<file path="src/acr_pkg.sv">
package acr_pkg;
  // ------------------------------------------------------------
  // Register map (word offsets are byte addresses)
  // ------------------------------------------------------------
  localparam logic [3:0] ACR_OFF_CTRL = 4'h0;
  localparam logic [3:0] ACR_OFF_RESULT = 4'h4;
  localparam logic [3:0] ACR_OFF_SAMPLE = 4'h8;
  localparam logic [3:0] ACR_OFF_IRQ_STAT = 4'hc;
  localparam logic [3:0] ACR_OFF_IRQ_MASK = 4'h8;
  localparam logic [3:0] ACR_OFF_DIV = 4'h0;
  // ------------------------------------------------------------
  // Control register fields
  // ------------------------------------------------------------
  localparam int ACR_BIT_FORMAT = 7;
  localparam int ACR_BIT_REF = 6;
  localparam int ACR_BIT_UNUSED = 5;
  localparam int ACR_CHAN_HI = 4;
  localparam int ACR_CHAN_LO = 2;
  localparam int ACR_BIT_GO = 1;
  localparam int ACR_BIT_POWER = 0;
  localparam logic [7:0] ACR_CTRL_RESET = 8'h00;
  // Every field but the spare bit 5 is stored, start/status included
  localparam logic [7:0] ACR_CTRL_WMASK = 8'hdf;
  // ------------------------------------------------------------
  // Timing
  // ------------------------------------------------------------
  localparam int ACR_CONV_PERIODS = 11;
  localparam int ACR_CLK_MHZ = 10;
  localparam int ACR_TAD_NS = 1600;
  localparam int ACR_TAD_CYCLES = (ACR_TAD_NS * ACR_CLK_MHZ + 999) / 1000;
  localparam int ACR_RES_W = 10;
  // Sequencer states
  typedef enum logic [1:0] {
    ACR_IDLE = 2'b00,
    ACR_CONV = 2'b01
  } acr_state_t;
endpackage : acr_pkg

</file>
<file path="src/acr_tick_div.sv">
`timescale 1ns/10ps
// ------------------------------------------------------------
// Conversion clock enable divider
// ------------------------------------------------------------
module acr_tick_div #(
  parameter int DIV = 16
) (
  // Clock and reset
  input wire logic clk,
  input wire logic rstnSync,
  // Control
  input wire logic run,
  output logic tick
);
  logic [15:0] cnt_q;
  logic [15:0] cnt_d;
  logic tick_d;

  // Restart from zero whenever the sequencer is idle
  always_comb begin
    cnt_d = 16'h0000;
    tick_d = 1'b0;
    if (run) begin
      if (cnt_q == 16'(DIV - 1)) begin
        tick_d = 1'b1;
      end else begin
        cnt_d = cnt_q + 16'h0001;
      end
    end
  end

  always_ff @(posedge clk or negedge rstnSync) begin
    if (!rstnSync) begin
      cnt_q <= 16'h0000;
      tick <= 1'b0;
    end else begin
      cnt_q <= cnt_d;
      tick <= tick_d;
    end
  end
endmodule : acr_tick_div

</file>
<file path="src/acr_adc_ctrl.sv">
`timescale 1ns/10ps
module acr_adc_ctrl
  import acr_pkg::*;
#(
  parameter int TAD_CYCLES = acr_pkg::ACR_TAD_CYCLES,
  parameter int CONV_PERIODS = acr_pkg::ACR_CONV_PERIODS
) (
  // Clock and reset
  input wire logic ref_clk,
  input wire logic rstn,
  // Avalon-MM slave
  input wire logic [3:0] avsAddress,
  input wire logic avsRead,
  input wire logic avsWrite,
  input wire logic [31:0] avsWritedata,
  input wire logic [3:0] avsByteenable,
  output logic [31:0] avsReaddata,
  output logic avsWaitrequest,
  output logic [1:0] avsResponse,
  // Analog front end
  input wire logic [9:0] sampleValue,
  output logic [2:0] channelSelect,
  output logic referenceSelect,
  output logic converterPowerOn,
  output logic sampleHold,
  // Interrupt
  output logic irq
);
  import acr_pkg::*;

  // ------------------------------------------------------------
  // Reset release
  // ------------------------------------------------------------
  logic rstSync1_q;
  logic rstnSync;

  // Two stage release so all logic leaves reset on the same edge
  always_ff @(posedge ref_clk or negedge rstn) begin
    if (!rstn) begin
      rstSync1_q <= 1'b0;
      rstnSync <= 1'b0;
    end else begin
      rstSync1_q <= 1'b1;
      rstnSync <= rstSync1_q;
    end
  end

  // ------------------------------------------------------------
  // State
  // ------------------------------------------------------------
  logic [7:0] ctrl_q;
  logic [7:0] ctrl_d;
  logic [9:0] result_q;
  logic [9:0] result_d;
  logic stat_q;
  logic stat_d;
  logic mask_q;
  logic mask_d;
  acr_state_t state_q;
  acr_state_t state_d;
  logic [3:0] tadCnt_q;
  logic [3:0] tadCnt_d;
  logic ack_q;
  logic ack_d;
  logic [31:0] rdata_q;
  logic [31:0] rdata_d;
  logic [1:0] resp_q;
  logic [1:0] resp_d;
  logic tick;
  logic reqValid;
  logic wrLane0;
  logic [31:0] rdMux;
  logic rdHit;
  logic done;
  logic [15:0] resultWord;

  assign reqValid = (avsRead || avsWrite) && !ack_q;
  assign wrLane0 = avsWrite && reqValid && avsByteenable[0];

  // ------------------------------------------------------------
  // Conversion clock enable
  // ------------------------------------------------------------
  acr_tick_div #(
    .DIV(TAD_CYCLES)
  ) uTick (
    .clk(ref_clk),
    .rstnSync(rstnSync),
    .run(state_q == ACR_CONV),
    .tick(tick)
  );

  // Completion on the last conversion clock period
  assign done = (state_q == ACR_CONV) && tick &&
                (tadCnt_q == 4'(CONV_PERIODS - 1));

  // ------------------------------------------------------------
  // Justified result view
  // ------------------------------------------------------------
  always_comb begin
    if (ctrl_q[ACR_BIT_FORMAT]) begin
      resultWord = {6'h00, result_q};
    end else begin
      resultWord = {result_q, 6'h00};
    end
  end

  // ------------------------------------------------------------
  // Read decode
  // ------------------------------------------------------------
  always_comb begin
    rdMux = 32'h0000_0000;
    rdHit = 1'b1;
    if (avsAddress == ACR_OFF_CTRL) begin
      rdMux = {24'h000000, ctrl_q};
    end else if (avsAddress == ACR_OFF_RESULT) begin
      rdMux = {16'h0000, resultWord};
    end else if (avsAddress == ACR_OFF_IRQ_MASK) begin
      rdMux = {31'h0000_0000, mask_q};
    end else if (avsAddress == ACR_OFF_IRQ_STAT) begin
      rdMux = {31'h0000_0000, stat_q};
    end else begin
      rdHit = 1'b0;
    end
  end

  // ------------------------------------------------------------
  // Control, sequencer and bus next state
  // ------------------------------------------------------------
  always_comb begin
    ctrl_d = ctrl_q;
    result_d = result_q;
    stat_d = stat_q;
    mask_d = mask_q;
    state_d = state_q;
    tadCnt_d = tadCnt_q;
    ack_d = 1'b0;
    rdata_d = rdata_q;
    resp_d = 2'b00;
    // One wait state: answer on the cycle after the request
    if (reqValid) begin
      ack_d = 1'b1;
      rdata_d = avsRead ? rdMux : 32'h0000_0000;
      resp_d = rdHit ? 2'b00 : 2'b10;
    end
    // Sequencer
    case (state_q)
      ACR_IDLE: begin
        tadCnt_d = 4'h0;
      end
      ACR_CONV: begin
        if (tick) begin
          tadCnt_d = tadCnt_q + 4'h1;
        end
        if (done) begin
          state_d = ACR_IDLE;
          ctrl_d[ACR_BIT_GO] = 1'b0;
          result_d = sampleValue;
          stat_d = 1'b1;
        end
      end
      default: begin
        state_d = ACR_IDLE;
      end
    endcase
    // Power off returns the sequencer to idle and clears start; a conversion cannot run unpowered
    if (!ctrl_q[ACR_BIT_POWER] && state_q == ACR_CONV) begin
      state_d = ACR_IDLE;
      ctrl_d[ACR_BIT_GO] = 1'b0;
      result_d = result_q;
      stat_d = stat_q;
    end
    // Software writes; bit 5 is never stored
    if (wrLane0 && avsAddress == ACR_OFF_CTRL) begin
      ctrl_d = (avsWritedata[7:0] & ACR_CTRL_WMASK);
      if (avsWritedata[ACR_BIT_GO] && avsWritedata[ACR_BIT_POWER]) begin
        if (state_q == ACR_IDLE || done) begin
          state_d = ACR_CONV;
          tadCnt_d = 4'h0;
        end
        // Rewrite of 1 while busy keeps the running conversion
      end else if (!avsWritedata[ACR_BIT_GO] && state_q == ACR_CONV) begin
        state_d = ACR_IDLE;
        result_d = result_q;
        stat_d = stat_q;
      end
      if (!avsWritedata[ACR_BIT_POWER]) begin
        ctrl_d[ACR_BIT_GO] = 1'b0;
        state_d = ACR_IDLE;
      end
    end else if (wrLane0 && avsAddress == ACR_OFF_IRQ_MASK) begin
      mask_d = avsWritedata[0];
    end else if (wrLane0 && avsAddress == ACR_OFF_IRQ_STAT) begin
      // A completion in this same cycle wins over the clear
      if (avsWritedata[0] && !done) begin
        stat_d = 1'b0;
      end
    end
  end

  // ------------------------------------------------------------
  // Registers
  // ------------------------------------------------------------
  always_ff @(posedge ref_clk or negedge rstnSync) begin
    if (!rstnSync) begin
      ctrl_q <= ACR_CTRL_RESET;
      result_q <= 10'h000;
      stat_q <= 1'b0;
      mask_q <= 1'b0;
      state_q <= ACR_IDLE;
      tadCnt_q <= 4'h0;
      ack_q <= 1'b0;
      rdata_q <= 32'h0000_0000;
      resp_q <= 2'b00;
    end else begin
      ctrl_q <= ctrl_d;
      result_q <= result_d;
      stat_q <= stat_d;
      mask_q <= mask_d;
      state_q <= state_d;
      tadCnt_q <= tadCnt_d;
      ack_q <= ack_d;
      rdata_q <= rdata_d;
      resp_q <= resp_d;
    end
  end

  // ------------------------------------------------------------
  // Registered outputs
  // ------------------------------------------------------------
  always_ff @(posedge ref_clk or negedge rstnSync) begin
    if (!rstnSync) begin
      channelSelect <= 3'h0;
      referenceSelect <= 1'b0;
      converterPowerOn <= 1'b0;
      sampleHold <= 1'b0;
      irq <= 1'b0;
      avsWaitrequest <= 1'b1;
    end else begin
      channelSelect <= ctrl_d[ACR_CHAN_HI:ACR_CHAN_LO];
      referenceSelect <= ctrl_d[ACR_BIT_REF];
      converterPowerOn <= ctrl_d[ACR_BIT_POWER];
      sampleHold <= (state_d == ACR_CONV);
      irq <= stat_d && mask_d;
      // Registered so the stall line comes straight from a flop
      avsWaitrequest <= !ack_d;
    end
  end

  assign avsReaddata = rdata_q;
  assign avsResponse = resp_q;
endmodule : acr_adc_ctrl

</file>
<file path="config.mk">
export PLATFORM = sky130hd
export DESIGN_NAME = acr_adc_ctrl
export DESIGN_NICKNAME = d
export VERILOG_FILES = /design/src/acr_pkg.sv /design/src/acr_tick_div.sv /design/src/acr_adc_ctrl.sv
export SDC_FILE = /design/constraint.sdc
export NUM_CORES = 1
export LEC_CHECK = 0
export ABC_AREA = 1
export BUFFER_PORTS_ARGS = -buffer_cell sky130_fd_sc_hd__buf_2
export CORE_ASPECT_RATIO = 1.5
export CORE_MARGIN = 4
export CORE_UTILIZATION = 56
export DETAILED_ROUTE_END_ITERATION = 10
export PLACE_DENSITY = 0.92
export SKIP_CTS_REPAIR_TIMING = 1
export SYNTH_ARGS = -nofsm -noshare
export SYNTH_HDL_FRONTEND = slang
export SYNTH_HIERARCHICAL = 1
export SYNTH_SLANG_ARGS = --single-unit
</file>
<file path="constraint.sdc">
create_clock -name ref_clk -period 4.25 [get_ports ref_clk]
set_input_delay 0.6375 -clock ref_clk [delete_from_list [all_inputs] [get_ports ref_clk]]
set_output_delay 0.6375 -clock ref_clk [all_outputs]
set_load 0.005 [all_outputs]
</file>
Word-level counts from Yosys, hierarchy flattened
Index checks and enable logic that the tools add are counted.
- bits in registers: 87
- logic and storage cells: 108
- output and inout port bits: 42
- add/subtract/negate cells: 2
- multiplexer cells: 52
- reductions and logical operators: 25
- equality and inequality tests: 8
- operators by type and width (operator ; count):
    16-bit 2-to-1 mux ; 5
    10-bit 2-to-1 mux ; 6
    32-bit 2-to-1 mux ; 1
    1-bit 2-to-1 mux ; 24
    2-bit 2-to-1 mux ; 9
    16-bit by 1-bit adder with 16-bit output (second input constant) ; 1
    16-bit by 4-bit == test with 1-bit output (second input constant) ; 1
    4-bit 2-to-1 mux ; 4
    1-bit logical AND ; 13
    4-bit == test (second input constant) ; 3
    4-bit case mux with 2 select lines ; 1
    7-bit 2-to-1 mux ; 1
    3-bit nonzero test ; 2
    1-bit zero test ; 5
    4-bit by 1-bit adder with 4-bit output (second input constant) ; 1
    2-bit by 1-bit == test with 1-bit output (second input constant) ; 2
    4-bit by 3-bit == test with 1-bit output (second input constant) ; 1
    4-bit zero test ; 1
    2-bit case mux with 2 select lines ; 1
    3-bit != test (second input constant) ; 1
    2-bit zero test ; 1
    1-bit logical OR ; 2
    2-bit AND reduction ; 1

Depth between registers and ports, before layout
- word-level depth: 11
- mapped depth: 10

Modules after synthesis
Netlist, hierarchy kept.
- modules (own cells, without submodules) (module ; sequential area each (µm²) ; cells an instance ; area an instance (µm²) ; times used):
    acr_adc_ctrl ; 1202.4 ; 257 ; 2323.5 ; 1
    acr_tick_div ; 425.4 ; 125 ; 930.9 ; 1

Worst setup path before layout
No wires, ideal clock.
- path kind: input port to flip-flop
- from: input avsAddress[1]
- to: register channelSelect[0]
- required time: 4.125 ns
- arrival: 1.447 ns
- path slack: 2.678 ns
- setup time: 0.125 ns
- path buffers: 1
- cell stages on the path: 5
- cells stage by stage: nor2_4 > nand2_2 > nor2_4 > buf_6 > mux2_2
- cells in the longest elaborated chain, start to end: 3
- RTL lines (what ; line ; source):
    start, declared ; acr_adc_ctrl.sv:12 ; input wire logic [3:0] avsAddress,
    4-bit zero test ; acr_adc_ctrl.sv:173 ; if (wrLane0 && avsAddress == ACR_OFF_CTRL) begin
    1-bit logical AND ; acr_adc_ctrl.sv:173 ;
    7-bit 2-to-1 mux ; acr_adc_ctrl.sv:173 ;
    end signal, assigned ; acr_adc_ctrl.sv:239 ; channelSelect <= ctrl_d[ACR_CHAN_HI:ACR_CHAN_LO];
    end, declared ; acr_adc_ctrl.sv:22 ; output logic [2:0] channelSelect,
Every way passes these cells.
A chain may end at the register's enable or synchronous reset.

Final worst setup path
- from: input avsAddress[1]
- to: register irq
- cells in the longest elaborated chain, start to end: 6
- elaborated cells on any way between the ends: 12
- classes of those cells: eq/ne (2); mux (5); reduce/logical (5)
- RTL lines (what ; line ; source):
    4-bit == test ; acr_adc_ctrl.sv:192 ; end else if (wrLane0 && avsAddress == ACR_OFF_IRQ_STAT) begin
    1-bit logical AND ; acr_adc_ctrl.sv:192 ;
    1-bit 2-to-1 mux ; acr_adc_ctrl.sv:192 ;
    1-bit 2-to-1 mux ; acr_adc_ctrl.sv:190 ; end else if (wrLane0 && avsAddress == ACR_OFF_IRQ_MASK) begin
    1-bit 2-to-1 mux ; acr_adc_ctrl.sv:173 ;
    1-bit logical AND (*) ; acr_adc_ctrl.sv:243 ; irq <= stat_d && mask_d;
    end signal, assigned ; acr_adc_ctrl.sv:243 ;
    end, declared ; acr_adc_ctrl.sv:27 ; output logic irq
Every way passes the cells marked *; elsewhere a longest branch is shown, timed or not.

==> results.md <==
* Maximum clock frequency at roughly 0.55 GHz
* Leak Pwr at 1.88 nW
* Root buf cell: sky130_fd_sc_hd__clkbuf_8
* Sw power at roughly 0.00032 W
* Number of detailed-routing iterations run before antenna repair at 4
* Share of cells above drive strength 1 at between 20% and 30%
* Buffers from clock root to sink, at most at 2
* Maximum number of pins on one net before global-route repair at 64
* Cell area after synthesis at about 3300 um^2
* Number of synthesized flops with an enable pin at 0
* Last weighted congestion value of the routability-driven placer at between 0.8 and 0.9
* Worst EP required at 4.47 ns
* Wire length of the first global-routing pass at 11,600 um
* Run status: finished, final reports clean
* Critical path arrival at 2.05 ns
* Global-route congestion overflow total at 0
* Number of sinks on the clock net at 65
* Mean Syn Cell Area at 8.52 um^2
* Worst slew slack as a fraction of its limit at between 40% and 50%
* Avg WL per Cell at 13.6 um
* Commonest cells post-synth: sky130_fd_sc_hd__nand2_1, sky130_fd_sc_hd__dfrtp_1, sky130_fd_sc_hd__nor2_1, sky130_fd_sc_hd__nand3_1, sky130_fd_sc_hd__inv_1
* Seq/Total Area, Yosys at 50.0%
* DRC marker count from the first detailed-route iteration at 116
* Post-Route Skew at roughly 0.0053 ns
* Clock-pin slew on the worst setup and hold paths at 0.07 ns
* Number of failing setup endpoints in the final timing report at 0
* Sw Share at 22.9%
* Number of nets in the finished design at 491
* Final routed wirelength across all metal layers at 6920 um
* Die height at 101 um
* Post-detailed-route via-to-cell ratio at 5.17
* Maximum ir drop on the vdd rail at 0.274 mV
* Distinct cell type count after synthesis at 34
* Number of nets with antenna violations after detailed routing at 0
* Core area at 5570 um^2
* Critical path start-end classification: primary input to flop
* Comb power frac at 7.5%
* Clock latency reported for the late side of the worst-skew pair at 0.34 ns
* Die outline width at 70.2 um
* Max Cap Viol at 0
* Initial antenna violation count at 0
* FILL cells at 434
* Number of cells produced by synthesis at approximately 380
* Yosys reg bits at 65
* Post-route DRC violation count at 0
* Clock tree from TritonCTS: built
* Overall track demand over capacity in global routing at a little over a fifth
* Cell types occupying the most area after synthesis: sky130_fd_sc_hd__dfrtp_1, sky130_fd_sc_hd__nand2_1, sky130_fd_sc_hd__nand3_1
* Setup WS pre-CTS at between 2 and 2.5 ns
* Clock Power Share at 45.1%
* Layout-stage area growth over the synthesis result at 13.7%
* TritonCTS buffer count at 9
* Row Count at 33
* Aggregate negative setup slack at 0 ns
* Number of levels the H-tree was split into at 3
* Kind of end point of the critical path: flop
* Worst slew pin tran at between 0.7 and 0.8 ns
* Effective utilization at floorplan at 58.4%
* Setup WS post-layout at 2.42 ns
* I/O Pins at 96
* Power per unit of standard cell area at between 300 and 400 nW/um^2
* Final hold violation count at 0
* Cell with the most instances after synthesis: sky130_fd_sc_hd__nand2_1
* Antenna diode instance count at 0
* Dominant register cell in the synthesized netlist: sky130_fd_sc_hd__dfrtp_1
* Count of port buffers added during placement at 50
* Number of global-route vias before repair at 2,639
* Synth warnings at 6
* Type of the worst min-delay path: primary input to asynchronous set/reset pin
* Clock period minus worst slack at between 1.5 and 2 ns
* Post-synth top area share at 49.2%
* Sequential cell fraction of total power at 47.4%
* Slew Limit Fails at 0
* Biggest area consumer among synthesized cells: sky130_fd_sc_hd__dfrtp_1
* Setup crit start kind: primary input
* Setup repair after global routing missed its margin: no
* Total die area at about 7100 um^2
* Vias at 2,634
* Synth async-reset ratio at 100%
* Int Power at 0.00109 W
* Tcrit/Tclk final at 43.1%
* Biggest fanout along the worst timing path at 12
* DP HPWL at 4990 um
-- kinds of logic (layout without fill, tap and decap cells) --
group | after synthesis | in the layout | share of synthesized area [%]
adders and majority gates | 3 | 3 | 1.15
xor gates and xnor gates | 7 | 7 | 1.88
muxes | 8 | 8 | 2.61
other | 2 | 19 | 0.231
DFF | 65 | 65 | 50.0
and+or+nand+nor | 220 | 220 | 30.8
buffers and inverters | 58 | 98 | 9.96
AOI/OAI and AO/OA | 19 | 19 | 3.31
-- through the flow --
step	utilization, %	hold slack [ns]	cell area, um^2	total power, W	cells
3_5_place_dp	62.0	0.342	3460	0.000785	493
3_3_place_gp	62.0	0.338	3460	0.000781	493
5_1_grt	66.4	0.0552	3700	0.00146	509
2_1_floorplan	-	0.331	3320	0.000758	399
6_report	66.4	0.0656	3700	0.00141	509
4_1_cts	66.4	0.0574	3700	0.00142	509
-- state kept, by name, summed over array words and instances (netlist names) --
register	count
avsReaddata	16
uTick/cnt_q	16
result_q	10
ctrl_q	5
tadCnt_q	4
channelSelect	2
state_q	2
ack_q	1
avsResponse	1
avsWaitrequest	1
irq	1
mask_q	1
rstSync1_q	1
rstnSync	1
sampleHold	1
stat_q	1
uTick/tick	1
-- worst max-delay path, cell delays in order --
cell	delay [ns]
sky130_fd_sc_hd__buf_2	0.11
sky130_fd_sc_hd__nor2_4	0.21
sky130_fd_sc_hd__nand2_2	0.13
sky130_fd_sc_hd__nor2_4	0.28
sky130_fd_sc_hd__nand2_2	0.23
sky130_fd_sc_hd__nand2_2	0.24
sky130_fd_sc_hd__nand2_1	0.08
sky130_fd_sc_hd__nand2_1	0.08
sky130_fd_sc_hd__nor2_1	0.05
-- cell type report --
class / instances / area, um^2 / share of cell area (%)
flip-flops and latches: 65 / 1630 / 44.0
inverters: 31 / 116 / 3.15
well taps: 70 / 87.6 / 2.37
repair buffers: 51 / 258 / 6.97
clock inverters: 6 / 105 / 2.84
clock buffers: 10 / 138 / 3.72
multi-input cells: 276 / 1370 / 36.9
-- power groups by stage --
stage	combinational (W)	sequential, W	clock [W]
2_1_floorplan	0.0000786	0.000679	0
3_3_place_gp	0.000102	0.000678	0
3_5_place_dp	0.000106	0.000680	0
4_1_cts	0.000107	0.000669	0.000643
5_1_grt	0.000120	0.000673	0.000670
6_report	0.000105	0.000670	0.000637
-- cells in the final DEF (no fill, tap or decap), types with 2 or more instances in the layout --
cell type and n:
sky130_fd_sc_hd__mux2_2 4, sky130_fd_sc_hd__o211ai_1 2, sky130_fd_sc_hd__buf_2 50, sky130_fd_sc_hd__dfrtp_1 63
sky130_fd_sc_hd__inv_2 4, sky130_fd_sc_hd__o21ai_0 13, sky130_fd_sc_hd__clkbuf_8 10, sky130_fd_sc_hd__nand4_1 7
sky130_fd_sc_hd__o21ai_2 2, sky130_fd_sc_hd__nor2_4 5, sky130_fd_sc_hd__mux2i_1 4, sky130_fd_sc_hd__xor2_1 6
sky130_fd_sc_hd__bufinv_16 3, sky130_fd_sc_hd__clkinv_2 3, sky130_fd_sc_hd__inv_1 27, sky130_fd_sc_hd__ha_1 3
sky130_fd_sc_hd__nor2_1 47, sky130_fd_sc_hd__nand2_1 98, sky130_fd_sc_hd__nor2_2 5, sky130_fd_sc_hd__nand2_2 8
sky130_fd_sc_hd__conb_1 19, sky130_fd_sc_hd__nand3_1 41, sky130_fd_sc_hd__nor3_1 3
-- metal layers --
layer	track usage (%)	part of all wire, %	vias to the layer above
li1	-	-	1278
met1	22.1	38	1274
met2	38.2	55	67
met3	4.77	4.6	15
met4	10.6	2.3	0
met5	0	0	-
-- final timing paths --
kind,slack [ns],to,from,cells after the start
hold / removal,0.07,rstSync1_q,rstn,1
hold reg to reg,0.35,rstnSync,rstSync1_q,0
setup / recovery,2.42,irq,avsAddress[1],9
min in group ref_clk,0.35,rstnSync,rstSync1_q,0
setup reg to reg,2.48,irq,ack_q,8
max in group asynchronous,3.32,avsReaddata[11],rstnSync,1
No activity file was read; power rests on OpenSTA's default activity.
